===== config.mk =====
export PLATFORM = sky130hd
export DESIGN_NAME = sar_adc_controller
export DESIGN_NICKNAME = d
export VERILOG_FILES = /design/src/hdl/sar_adc_pkg.sv /design/src/hdl/sar_adc_controller.sv
export SDC_FILE = /design/constraint.sdc
export NUM_CORES = 1
export LEC_CHECK = 0
export ABC_AREA = 1
export BUFFER_PORTS_ARGS = -buffer_cell sky130_fd_sc_hd__buf_2
export CORE_ASPECT_RATIO = 1.2
export CORE_MARGIN = 2
export CORE_UTILIZATION = 57
export DETAILED_ROUTE_END_ITERATION = 8
export PLACE_DENSITY = 0.8
export SETUP_SLACK_MARGIN = 0.1
export SYNTH_ARGS = -nofsm -noshare
export SYNTH_HDL_FRONTEND = slang
export SYNTH_SLANG_ARGS = --single-unit

===== constraint.sdc =====
create_clock -name ref_clk_in -period 2.71 [get_ports ref_clk_in]
set_clock_uncertainty 0.2 [all_clocks]
set_input_delay 0.1355 -clock ref_clk_in [delete_from_list [all_inputs] [get_ports ref_clk_in]]
set_output_delay 0.1355 -clock ref_clk_in [all_outputs]
set_load 0.01 [all_outputs]

===== src/hdl/sar_adc_pkg.sv =====
// constants and carrier types for the successive-approximation converter
package sar_adc_pkg;

  // register addresses
  localparam logic [15:0] ADDR_RESULT_LO = 16'hff08;
  localparam logic [15:0] ADDR_RESULT_HI = 16'hff09;
  localparam logic [15:0] ADDR_CONVERTER_MODE = 16'hff28;
  localparam logic [15:0] ADDR_CHANNEL_SELECT = 16'hff29;
  localparam logic [15:0] ADDR_POWERFAIL_MODE = 16'hff2a;
  localparam logic [15:0] ADDR_POWERFAIL_THRESHOLD = 16'hff2b;

  // converter_mode fields
  localparam int MODE_CONV_RUN_BIT = 7;
  localparam int MODE_TIME_SEL_LSB = 3;
  localparam int MODE_REF_GEN_BIT = 0;
  localparam logic [7:0] MODE_WRITE_MASK = 8'hb9;
  // channel_select and powerfail_mode fields
  localparam logic [7:0] CHANNEL_WRITE_MASK = 8'h07;
  localparam int PF_COMPARE_ON_BIT = 7;
  localparam int PF_POLARITY_BIT = 6;
  localparam logic [7:0] PF_WRITE_MASK = 8'hc0;

  // values after reset
  localparam logic [7:0] MODE_RESET = 8'h00;
  localparam logic [2:0] CHANNEL_RESET = 3'h0;
  localparam logic [7:0] THRESHOLD_RESET = 8'h00;
  localparam logic [9:0] RESULT_RESET = 10'h000;

  // result width and the zero padding below it
  localparam int RESULT_BITS = 10;
  localparam int RESULT_PAD = 6;

  // one conversion is twelve equal slots: two for sampling, ten decisions
  localparam int SLOTS_PER_CONV = 12;
  localparam int SAMPLE_SLOTS = 2;
  localparam int CONV_CLKS_000 = 288;
  localparam int CONV_CLKS_001 = 240;
  localparam int CONV_CLKS_010 = 192;
  localparam int CONV_CLKS_100 = 144;
  localparam int CONV_CLKS_101 = 120;
  localparam int CONV_CLKS_110 = 96;
  localparam int CNT_W = 6;

  typedef enum logic [2:0] {
    PH_IDLE = 3'h1,
    PH_SAMPLE = 3'h2,
    PH_DECIDE = 3'h4
  } phase_t;

  typedef struct packed {
    logic [15:0] addr;
    logic [7:0] wdata;
    logic wr;
    logic rd;
  } bus_req_t;

  typedef struct packed {
    logic sampling;
    logic hold;
    logic [2:0] channel;
    logic [9:0] tap;
    logic ref_gen_on;
  } afe_ctrl_t;

  typedef struct packed {
    phase_t phase;
    logic [7:0] converter_mode;
    logic [2:0] channel_select;
    logic powerfail_compare_on;
    logic powerfail_polarity;
    logic [7:0] powerfail_threshold;
    logic [9:0] approx_shift_reg;
    logic [3:0] bit_idx;
    logic [CNT_W-1:0] slot_cnt;
    logic [9:0] conv_result;
    logic conv_done_irq;
    logic [7:0] rdata;
    logic cmp_meta;
    logic cmp_sync;
  } state_t;

endpackage : sar_adc_pkg


===== src/hdl/sar_adc_controller.sv =====
// control logic of the eight-input 10-bit successive-approximation converter
//
// The address-and-strobe port was left to the implementer.
`timescale 1ns/1ps

module sar_adc_controller
  import sar_adc_pkg::*;
(
  input wire logic ref_clk_in,
  input wire logic nrst_in,
  input wire bus_req_t bus_in,
  output logic [7:0] rdata_out,
  output logic bus_wait_out,
  input wire logic comparator_in,
  output afe_ctrl_t afe_out,
  output logic conv_done_irq_out,
  output logic conv_active_out,
  output logic conv_waiting_out
);

  state_t q;
  state_t d;

  // clocks in one slot for a conversion-time code; prohibited codes fall
  // back to the slowest setting
  function automatic logic [CNT_W-1:0] slot_clks(input logic [2:0] code);
    int clks;
    case (code)
      3'h0: clks = CONV_CLKS_000;
      3'h1: clks = CONV_CLKS_001;
      3'h2: clks = CONV_CLKS_010;
      3'h4: clks = CONV_CLKS_100;
      3'h5: clks = CONV_CLKS_101;
      3'h6: clks = CONV_CLKS_110;
      default: clks = CONV_CLKS_000;
    endcase
    return CNT_W'(clks / SLOTS_PER_CONV);
  endfunction : slot_clks

  function automatic logic is_addr(input logic [15:0] a,
                                   input logic [15:0] ref_a);
    return a == ref_a;
  endfunction : is_addr

  logic run;
  logic [2:0] time_code;
  logic [CNT_W-1:0] slot_len;
  logic [9:0] bit_mask;
  logic [9:0] decided;
  logic pf_hit;
  logic [7:0] wmask_mode;

  assign run = q.converter_mode[MODE_CONV_RUN_BIT];
  assign time_code = q.converter_mode[MODE_TIME_SEL_LSB +: 3];
  assign slot_len = slot_clks(time_code);
  assign bit_mask = 10'h001 << q.bit_idx;
  assign wmask_mode = MODE_WRITE_MASK;

  // keep the trial bit only when the input is at or above the tap
  always_comb begin
    if (q.cmp_sync) begin
      decided = q.approx_shift_reg;
    end else begin
      decided = q.approx_shift_reg & ~bit_mask;
    end
  end

  // upper eight result bits against the threshold, polarity selects side
  always_comb begin
    if (q.powerfail_polarity) begin
      pf_hit = decided[9:2] < q.powerfail_threshold;
    end else begin
      pf_hit = decided[9:2] >= q.powerfail_threshold;
    end
  end

  always_comb begin
    d = q;
    d.conv_done_irq = 1'b0;
    // comparator passes two flops before use
    d.cmp_meta = comparator_in;
    d.cmp_sync = q.cmp_meta;

    // register writes
    if (bus_in.wr) begin
      if (is_addr(bus_in.addr, ADDR_CONVERTER_MODE)) begin
        d.converter_mode = bus_in.wdata & wmask_mode;
      end
      if (is_addr(bus_in.addr, ADDR_CHANNEL_SELECT)) begin
        d.channel_select = bus_in.wdata[2:0] & CHANNEL_WRITE_MASK[2:0];
      end
      if (is_addr(bus_in.addr, ADDR_POWERFAIL_MODE)) begin
        d.powerfail_compare_on = bus_in.wdata[PF_COMPARE_ON_BIT];
        d.powerfail_polarity = bus_in.wdata[PF_POLARITY_BIT];
      end
      if (is_addr(bus_in.addr, ADDR_POWERFAIL_THRESHOLD)) begin
        d.powerfail_threshold = bus_in.wdata;
      end
    end

    // register reads, data stand in the following cycle
    d.rdata = 8'h00;
    if (bus_in.rd) begin
      if (is_addr(bus_in.addr, ADDR_CONVERTER_MODE)) begin
        d.rdata = q.converter_mode;
      end else if (is_addr(bus_in.addr, ADDR_CHANNEL_SELECT)) begin
        d.rdata = {5'h00, q.channel_select};
      end else if (is_addr(bus_in.addr, ADDR_POWERFAIL_MODE)) begin
        d.rdata = {q.powerfail_compare_on, q.powerfail_polarity, 6'h00};
      end else if (is_addr(bus_in.addr, ADDR_POWERFAIL_THRESHOLD)) begin
        d.rdata = q.powerfail_threshold;
      end else if (is_addr(bus_in.addr, ADDR_RESULT_HI)) begin
        d.rdata = q.conv_result[9:2];
      end else if (is_addr(bus_in.addr, ADDR_RESULT_LO)) begin
        d.rdata = {q.conv_result[1:0], 6'h00};
      end else begin
        d.rdata = 8'h00;
      end
    end

    // conversion sequencer
    case (q.phase)
      PH_IDLE: begin
        if (run) begin
          d.phase = PH_SAMPLE;
          d.slot_cnt = CNT_W'(slot_len * SAMPLE_SLOTS - 1);
        end
      end
      PH_SAMPLE: begin
        if (!run) begin
          d.phase = PH_IDLE;
        end else if (q.slot_cnt == '0) begin
          d.phase = PH_DECIDE;
          d.bit_idx = 4'h9;
          d.approx_shift_reg = 10'h200;
          d.slot_cnt = CNT_W'(slot_len - 1);
        end else begin
          d.slot_cnt = q.slot_cnt - 1'b1;
        end
      end
      PH_DECIDE: begin
        if (!run) begin
          d.phase = PH_IDLE;
        end else if (q.slot_cnt != '0) begin
          d.slot_cnt = q.slot_cnt - 1'b1;
        end else if (q.bit_idx == 4'h0) begin
          d.approx_shift_reg = decided;
          d.conv_result = decided;
          if (q.powerfail_compare_on) begin
            d.conv_done_irq = pf_hit;
          end else begin
            d.conv_done_irq = 1'b1;
          end
          // start the next conversion with no software action
          d.phase = PH_SAMPLE;
          d.slot_cnt = CNT_W'(slot_len * SAMPLE_SLOTS - 1);
        end else begin
          d.approx_shift_reg = decided | (bit_mask >> 1);
          d.bit_idx = q.bit_idx - 1'b1;
          d.slot_cnt = CNT_W'(slot_len - 1);
        end
      end
      default: begin
        d.phase = PH_IDLE;
      end
    endcase

    if (!nrst_in) begin
      d.phase = PH_IDLE;
      d.converter_mode = MODE_RESET;
      d.channel_select = CHANNEL_RESET;
      d.powerfail_compare_on = 1'b0;
      d.powerfail_polarity = 1'b0;
      d.powerfail_threshold = THRESHOLD_RESET;
      d.approx_shift_reg = RESULT_RESET;
      d.bit_idx = 4'h0;
      d.slot_cnt = '0;
      d.conv_result = RESULT_RESET;
      d.conv_done_irq = 1'b0;
      d.rdata = 8'h00;
      d.cmp_meta = 1'b0;
      d.cmp_sync = 1'b0;
    end
  end

  always_ff @(posedge ref_clk_in) begin
    q <= d;
  end

  assign rdata_out = q.rdata;
  assign conv_done_irq_out = q.conv_done_irq;

  // wait cycle flag for accesses that stall the processor
  assign bus_wait_out = (bus_in.wr &&
                         (is_addr(bus_in.addr, ADDR_CONVERTER_MODE) ||
                          is_addr(bus_in.addr, ADDR_CHANNEL_SELECT) ||
                          is_addr(bus_in.addr, ADDR_POWERFAIL_MODE) ||
                          is_addr(bus_in.addr, ADDR_POWERFAIL_THRESHOLD)))
                        || (bus_in.rd &&
                         (is_addr(bus_in.addr, ADDR_RESULT_HI) ||
                          is_addr(bus_in.addr, ADDR_RESULT_LO)));

  // operating status from the two control bits
  assign conv_active_out = run;
  assign conv_waiting_out = !run &&
                            q.converter_mode[MODE_REF_GEN_BIT];

  // analog front end controls, all from flops
  assign afe_out.sampling = (q.phase == PH_SAMPLE);
  assign afe_out.hold = (q.phase == PH_DECIDE);
  assign afe_out.channel = q.channel_select;
  assign afe_out.tap = q.approx_shift_reg;
  assign afe_out.ref_gen_on = q.converter_mode[MODE_REF_GEN_BIT];

endmodule : sar_adc_controller


* Yosys cells after proc, flatten, opt, wreduce, memory -nomap -nowiden
Cells that the tools add are included.
** Storage, ports and cells
- Register bits :: 62
- Input bits :: 29
- Output and inout port bits :: 28
** Cells by class
- $add $sub $neg :: 4
- Div/mod/pow operators :: 1
- Magnitude comparators :: 2
- Equality and inequality tests :: 23
- Shifts and indexed selects :: 1
- Muxes and demuxes :: 31
- Bitwise operators :: 9
- Reductions and logical operators :: 27
** Operator list (count)
- equality test 16 bit (second input constant) :: 6
- two-way mux 8 bit :: 6
- one-hot mux 9 bit (5 select lines) :: 1
- divider 32 x 5 -> 32 bit (second input constant) :: 1
- two-way mux 31 bit :: 1
- two-way mux 14 bit :: 2
- one-hot mux 14 bit (2 select lines) :: 1
- two-way mux 6 bit :: 4
- two-way mux 11 bit :: 2
- two-way mux 10 bit :: 2
- two-way mux 20 bit :: 1
- two-way mux 3 bit :: 6
- one-hot mux 6 bit (3 select lines) :: 1
- subtractor 6 x 1 -> 6 bit (second input constant) :: 3
- equality test 3 bit (second input constant) :: 4
- AND reduction 4 bit :: 3
- AND 10 bit :: 1
- NOT 10 bit :: 1
- bitwise OR 10 x 9 -> 10 bit :: 1
- AND reduction 2 bit :: 5
- left shift 1 x 4 -> 10 bit (first input constant) :: 1
- one-hot mux 3 bit (3 select lines) :: 1
- greater-or-equal comparator 8 bit :: 1
- < comparator 8 bit :: 1
- 23 further kinds :: 42

* Logic depth before layout (Yosys ltp)
Gate-level depths: netlist of the first run.
- Depth after elaboration :: 11
- Gate-level depth with buffers :: 16

* Worst setup path after synthesis of the first run
Ideal clock, no wire load.
- Path type :: reg-to-reg
- From :: register q[28] (netlist bit)
- To :: register q, in the netlist conv_done_irq_out
- Setup time :: 0.110 ns
- Data arrival time :: 2.025 ns
- Data required time :: 2.400 ns
- Setup slack :: 0.374 ns
- Stages on the path, launching flop included :: 17
- Path buffers :: 0
- Period minus slack after synthesis :: 2.336 ns
- Cells stage by stage :: dfxtp_1 -> inv_1 -> ha_1 -> inv_1 -> nor2_1 -> inv_1 -> o21ai_0 -> inv_1 -> ha_1 -> a21oi_1 -> nand2_1 -> o21bai_1 -> nand2_1 -> nand2_1 -> nand3_1 -> nand3_1 -> inv_1
** Between the ends
- Longest elaborated chain between the ends :: 7
- Elaborated cells between the ends (all ways) :: 11
** RTL lines
- start, declared :: RTL line sar_adc_controller.sv:21 : state_t q;
- start signal, assigned :: RTL line sar_adc_controller.sv:187 : q <= d;
- left shift 1 x 4 -> 10 bit (*) :: RTL line sar_adc_controller.sv:56 : assign bit_mask = 10'h001 << q.bit_idx;
- NOT 10 bit (*) :: RTL line sar_adc_controller.sv:64 : decided = q.approx_shift_reg & ~bit_mask;
- AND 10 bit (*) :: RTL line sar_adc_controller.sv:64
- two-way mux 10 bit (*) :: RTL line sar_adc_controller.sv:61 : if (q.cmp_sync) begin
- via decided[5] :: RTL line sar_adc_controller.sv:49 : logic [9:0] decided;
- greater-or-equal comparator 8 bit / < comparator 8 bit (equally long branches) :: RTL line sar_adc_controller.sv:73, sar_adc_controller.sv:71
- two-way mux 1 bit (*) :: RTL line sar_adc_controller.sv:70 : if (q.powerfail_polarity) begin
- two-way mux 1 bit (*) :: RTL line sar_adc_controller.sv:149 : if (q.powerfail_compare_on) begin
The timed path passes the listed nets; every way through them passes the cells marked *.
A chain may end at the register's enable or synchronous reset.

* Worst setup path after layout of the first run
Ends and elaborated chain as after synthesis.

==> results.json, run 1 <==
{
  "cts_buffers": 9,
  "place_area_sq_mm": 0.003931,
  "clock_latency_ps": 350,
  "die_y_um": 93.10,
  "crit_path_end": "conv_done_irq_out",
  "worst_pin_slew_ps": 691.8,
  "ant_nets": 0,
  "synth_top_area_cell": "dfxtp_1",
  "power.leakage_nw": 2.041,
  "cts_tree": "done",
  "syn_nets": 579,
  "wl_per_cell_um": 14.17,
  "ys_async_sr_fraction": 0,
  "ir_drop_mv": 0.4028,
  "ys_ff_latch": 62,
  "place_congestion": 1.007,
  "reg2reg_from": "q[28]",
  "drv_slew": 0,
  "ys.flop_type": "dfxtp_1",
  "dp_cells": 641,
  "grt_overflow": 0,
  "synth-edff-count": 0,
  "yosysSeqAreaShare": 0.3291,
  "clock_tree.buffer_depth": 2,
  "syn_avg_cell_area_sq_um": 7.075,
  "yosys.area_share.simple": 0.2399,
  "dp_hpwl_mm": 6.886,
  "synth_compound_area_frac": 0.2173,
  "rows": 32,
  "grt_max_degree": 24,
  "seqCellArea_sq_mm": 0.001245,
  "hold_viol": 0,
  "wirelength_mm": 9.564,
  "fin_crit_sh": 0.9234,
  "drv_cap": 0,
  "crit_path_max_fanout": 5,
  "start_util": 0.5887,
  "grt_usage": 0.2734,
  "area_delta_synth_final_pct": 16.09,
  "fp.coreArea_sq_mm": 0.006406,
  "outcome": "finished clean",
  "first_pass_iters": 5,
  "dieArea_sq_mm": 0.007285,
  "multi_input_area_sq_mm": 0.002011,
  "fin_crit_ps": 2502,
  "min-delay-start": "bus_in[16]",
  "syn_area_sq_mm": 0.003771,
  "synth.most_common_cell": "nand2_1",
  "drc_errors": 0,
  "die_w_um": 78.25,
  "synth_common_cells": "nand2_1, inv_1, dfxtp_1",
  "synth_cell_type_count": 43,
  "wl_met2_mm": 4.759,
  "highest_layer": "met4",
  "synth.area.mux_share": 0,
  "r2r_cells": 16,
  "instances_no_fill": 675,
  "ys_warn_count": 0,
  "crit_arrival_ps": 2550,
  "worstSetupPathType": "register to register",
  "drtIter0Drc": 296,
  "rsz0062_at_grt": "yes",
  "fillCellCount": 548,
  "r2r_setup_slack_ps": 210,
  "netlist_top_cells_area": "dfxtp_1, nand2_1, a21oi_1",
  "crit_required_ps": 2760,
  "reg2reg_to": "conv_done_irq_out",
  "crit_start": "q[28]",
  "wl_met1_mm": 3.926,
  "end_kind": "register",
  "wl_met3_um": 479,
  "htree_levels": 3,
  "clockRootBuffer": "clkbuf_8",
  "synthXorXnorAreaFrac": 0.006967,
  "powerDensity_mw_per_mm2": 435.1,
  "worst_setup_path_start_kind": "register",
  "fin_area_sq_mm": 0.004378,
  "syn_inst": 533,
  "grt_pass1_wl_mm": 15.61,
  "min_path_type": "primary input to register",
  "port_buffers": 56,
  "viasPerCell": 5.486,
  "vias": 3703,
  "hold_slack_ps": 133.3,
  "synth_top_family_by_area": "simple AND/OR/NAND/NOR gates",
  "clkSinkCount": 62,
  "cts.clk_slew.worst_paths_ps": 70,
  "setup_viol": 0,
  "drive_above_1_share": 0.2254,
  "fmax_mhz": 399.6,
  "netlist.area_leader.share": 0.3291,
  "slew_headroom": 0.5371,
  "synth_fa_ha_area_frac": 0.05640,
  "num_antenna_cells": 0,
  "grt_pass1_vias": 3526,
  "finalNetCount": 631,
  "io_pins": 57,
  "antenna_found_initial": 0
}
==> stage by stage <==
stage | setup WS [ps] | util | TNS [ps] | total power [mW]
floorplan | 374.2 | - | 0 | 0.9658
global placement | 232.7 | 0.6137 | 0 | 0.9960
detailed placement | -26.68 | 0.6137 | -26.68 | 0.9980
CTS | 102.4 | 0.6738 | 0 | 1.907
global route | 87.39 | 0.6834 | 0 | 1.957
finish | 207.6 | 0.6834 | 0 | 1.905
==> state kept, by name, summed over array words and instances (netlist names) <==
signal	count
afe_out	14
q	38
rdata_out	8
conv_done_irq_out	1
conv_active_out	1
==> placed cells by master (no fill, tap or decap), drive strengths merged, types with 2 or more instances in the layout <==
| cell type | Yosys | layout |
|---|---|---|
| inv | 75 | 75 |
| dlygate4sd3 | 0 | 16 |
| xor2 | 3 | 3 |
| a31oi | 3 | 3 |
| nand3 | 34 | 34 |
| nand2 | 101 | 101 |
| ha | 17 | 17 |
| nor3 | 5 | 5 |
| bufinv | 0 | 2 |
| a21oi | 59 | 59 |
| o31ai | 2 | 2 |
| nand4 | 10 | 10 |
| o211ai | 6 | 6 |
| buf | 33 | 64 |
| o22ai | 2 | 2 |
| nor4 | 2 | 2 |
| clkbuf | 6 | 12 |
| clkinv | 2 | 4 |
| dfxtp | 62 | 62 |
| o21ai | 66 | 66 |
| or2 | 2 | 2 |
| nor2 | 34 | 34 |
==> layout make-up <==
type | count | area share
Timing Repair Buffer | 80 | 0.1143
Clock buffer | 12 | 0.03315
Inverter | 77 | 0.06859
Clock inverter | 4 | 0.01600
Sequential cell | 62 | 0.2844
Multi-Input combinational cell | 355 | 0.4593
Tap cell | 85 | 0.02429
==> cells by family (layout without fill, tap and decap cells) <==
| logic type | count (synthesis) | count (layout) |
|---|---|---|
| AND/OR/NAND/NOR | 190 | 190 |
| AO/OA/AOI/OAI | 145 | 145 |
| buffers and inverters | 116 | 173 |
| flip-flops | 62 | 62 |
| adder cells (fa/ha/maj) | 17 | 17 |
| XOR/XNOR | 3 | 3 |
==> how the worst min path moves through the flow <==
stage,slack [ps],depth (start not counted),endpoint
after global placement,120,3,q[1]
final,130,6,rdata_out[6]
after global routing,170,6,rdata_out[6]
after floorplan,30,2,q[1]
after detailed placement,130,3,q[1]
after CTS,120,6,rdata_out[6]
==> critical path, cell delays in order, from the launching register on <==
cell and delay, ps:
dfxtp_2 360, inv_4 90, ha_4 140, inv_1 70, nor3_2 190, inv_1 80
o21ai_2 150, inv_1 70, ha_1 290, nand2_1 70, nor2_1 50, a211oi_2 280
nand2_1 80, nand2_1 80, nand3_1 80, nand3_1 70, inv_1 40
==> report_power, final <==
group	internal, mW	switching, mW
combinational	0.0371	0.0437
sequential	0.912	0.00212
clock	0.541	0.369
==> metal layers <==
| layer | vias up | GRT usage |
|---|---|---|
| met5 | - | 0 |
| met4 | 0 | 0.1608 |
| met3 | 31 | 0.04537 |
| met2 | 125 | 0.4914 |
| met1 | 1699 | 0.3010 |
| li1 | 1848 | - |
==> repair_timing <==
action                     in CTS  in global routing
hold endpoints to repair       26                  0
setup endpoints to repair       1                  2
buffers inserted                0                  2
hold buffers                   16                  0
pin swaps                       0                  4
resized for setup               4                 19
Note: power is estimated with default switching activity, not from simulation.
==> run 2, diff against run 1 <==
--- a/config.mk
+++ b/config.mk
@@ -6,7 +6,7 @@
 export NUM_CORES = 1
 export LEC_CHECK = 0
 export ABC_AREA = 1
-export BUFFER_PORTS_ARGS = -buffer_cell sky130_fd_sc_hd__buf_2
+export BUFFER_PORTS_ARGS = -buffer_cell sky130_fd_sc_hd__buf_4
 export CORE_ASPECT_RATIO = 1.2
 export CORE_MARGIN = 2
 export CORE_UTILIZATION = 57
==> run 2 against run 1 <==
Against the previous run:
- critical path depth is the same
- worst setup slack improved by 84 ps
- clock power shrank 17%
- flip-flop and latch count stayed put
- global-route usage decreased by 0.86 points
- sequential share of layout area decreased by 0.64 points
- sequential power about the same
==> results.json, run 2 (synthesis results as in run 1) <==
{
  "grt_usage": 0.2648,
  "die_w_um": 78.25,
  "clockRootBuffer": "clkbuf_8",
  "ir_drop_mv": 0.2953,
  "drv_cap": 0,
  "area_delta_synth_final_pct": 18.75,
  "viasPerCell": 5.421,
  "largest_register_ffs": 38,
  "fin_crit_ps": 2419,
  "fin_crit_sh": 0.8925,
  "hold_path_depth": 6,
  "crit_start": "q[28]",
  "rows": 32,
  "r2r_setup_slack_ps": 290,
  "final_cell_mix": "nand2_1, buf_4, inv_1",
  "port_buffers": 56,
  "worst_pin_slew_ps": 635.8,
  "fin_setup_tns_ps": 0,
  "seqCellArea_sq_mm": 0.001245,
  "setup_viol": 0,
  "grt_pass1_wl_mm": 15.36,
  "fmax_mhz": 413.5,
  "slew_headroom": 0.5746,
  "place_area_sq_mm": 0.004064,
  "cts_tree": "done",
  "clkSinkCount": 62,
  "fp.coreArea_sq_mm": 0.006406,
  "grt_max_degree": 44,
  "cts.clk_slew.worst_paths_ps": 70,
  "crit_required_ps": 2750,
  "power.leakage_nw": 2.015,
  "antenna_found_initial": 0,
  "drtIter0Drc": 220,
  "clock_latency_ps": 340,
  "powerDensity_mw_per_mm2": 392.1,
  "p_total_mw": 1.756,
  "min-delay-start": "bus_in[16]",
  "fillCellCount": 555,
  "wl_per_cell_um": 14.01,
  "dp_hpwl_mm": 6.795,
  "drc_errors": 0,
  "grt_overflow": 0,
  "finalNetCount": 629,
  "reg2reg_from": "q[28]",
  "r2r_cells": 16,
  "crit_arrival_ps": 2460,
  "first_pass_iters": 5,
  "cts_buffers": 9,
  "multi_input_area_sq_mm": 0.002026,
  "io_pins": 57,
  "min_path_type": "primary input to register",
  "num_antenna_cells": 0,
  "hold_viol": 0,
  "die_y_um": 93.10,
  "wirelength_mm": 9.431,
  "worstSetupPathType": "register to register",
  "crit_path_max_fanout": 5,
  "grt_pass1_vias": 3527,
  "rsz0062_at_grt": "no",
  "worst_setup_path_start_kind": "register",
  "dieArea_sq_mm": 0.007285,
  "place_congestion": 0.9727,
  "clock_tree.buffer_depth": 2,
  "ant_nets": 0,
  "fin_area_sq_mm": 0.004478,
  "drive_above_1_share": 0.2313,
  "largest_register": "q",
  "reg2reg_to": "conv_done_irq_out",
  "outcome": "finished clean",
  "vias": 3648,
  "crit_path_end": "conv_done_irq_out",
  "end_kind": "register",
  "mostFrequentLayoutCell": "nand2_1",
  "start_util": 0.5887,
  "htree_levels": 3,
  "drv_slew": 0
}
run 2: changes by cell type in the layout (fill, tap and decap cells not counted), sizes merged:
cell,change
dlygate4sd3,-2
bufinv,-2
clkinvlp,+4
clkbuf,-2
run 2: cell type report:
type,count,area share
Sequential cell,62,0.2780
Clock buffer,10,0.03073
Inverter,77,0.06594
Clock inverter,6,0.01062
Tap cell,85,0.02375
Timing Repair Buffer,78,0.1386
Multi-Input combinational cell,355,0.4524
run 2: how the worst min path moves through the flow:
| stage | to | slack, ps |
|---|---|---|
| finish | rdata_out[6] | 130 |
| global route | rdata_out[6] | 170 |
| CTS | rdata_out[6] | 120 |
| detailed placement | q[1] | 130 |
| global placement | q[1] | 120 |
| floorplan | q[1] | 30 |
run 2: power by group:
group          total, mW  leakage [nW]  internal (mW)  switching, mW
Sequential         0.914         0.501          0.912        0.00197
Clock              0.751        0.0807          0.359          0.392
Combinational     0.0914          1.43         0.0466         0.0448
run 2: critical path, stage by stage, from the launching register on:
cell and delay [ps]:
dfxtp_2 350, inv_2 100, ha_1 180, inv_1 80, nor2_2 130, inv_1 70, o21ai_2 160, inv_1 100
ha_4 230, a21oi_1 130, nand2_1 60, o21bai_1 200, nand2_1 90, nand2_1 60, nand3_1 60, nand3_1 70
inv_1 50
run 2: metrics by stage:
stage / setup WS [ps] / hold WS [ps] / utilization / cells
6_report: 291.4 / 129.0 / 0.6990 / 673
5_1_grt: 72.18 / 167.4 / 0.6990 / 673
4_1_cts: 114.8 / 123.2 / 0.6859 / 670
3_5_place_dp: 37.42 / 128.3 / 0.6344 / 640
3_3_place_gp: 231.4 / 120.2 / 0.6344 / 640
2_1_floorplan: 374.2 / 33.13 / - / 533
run 2: repair_timing:
item                                   in CTS  in global routing
endpoints found under the hold margin      25                  0
gates resized for setup                     2                 18
buffers inserted                            0                  3
hold buffers                               14                  0
setup endpoints to repair                   1                  1
pin swaps                                   0                  2
run 2: layer usage:
| metal | part of all wire | GRT usage |
|---|---|---|
| met3 | 0.053 | 0.03282 |
| met4 | 0.038 | 0.1433 |
| met5 | 0 | 0 |
| met2 | 0.48 | 0.4864 |
| met1 | 0.43 | 0.2949 |
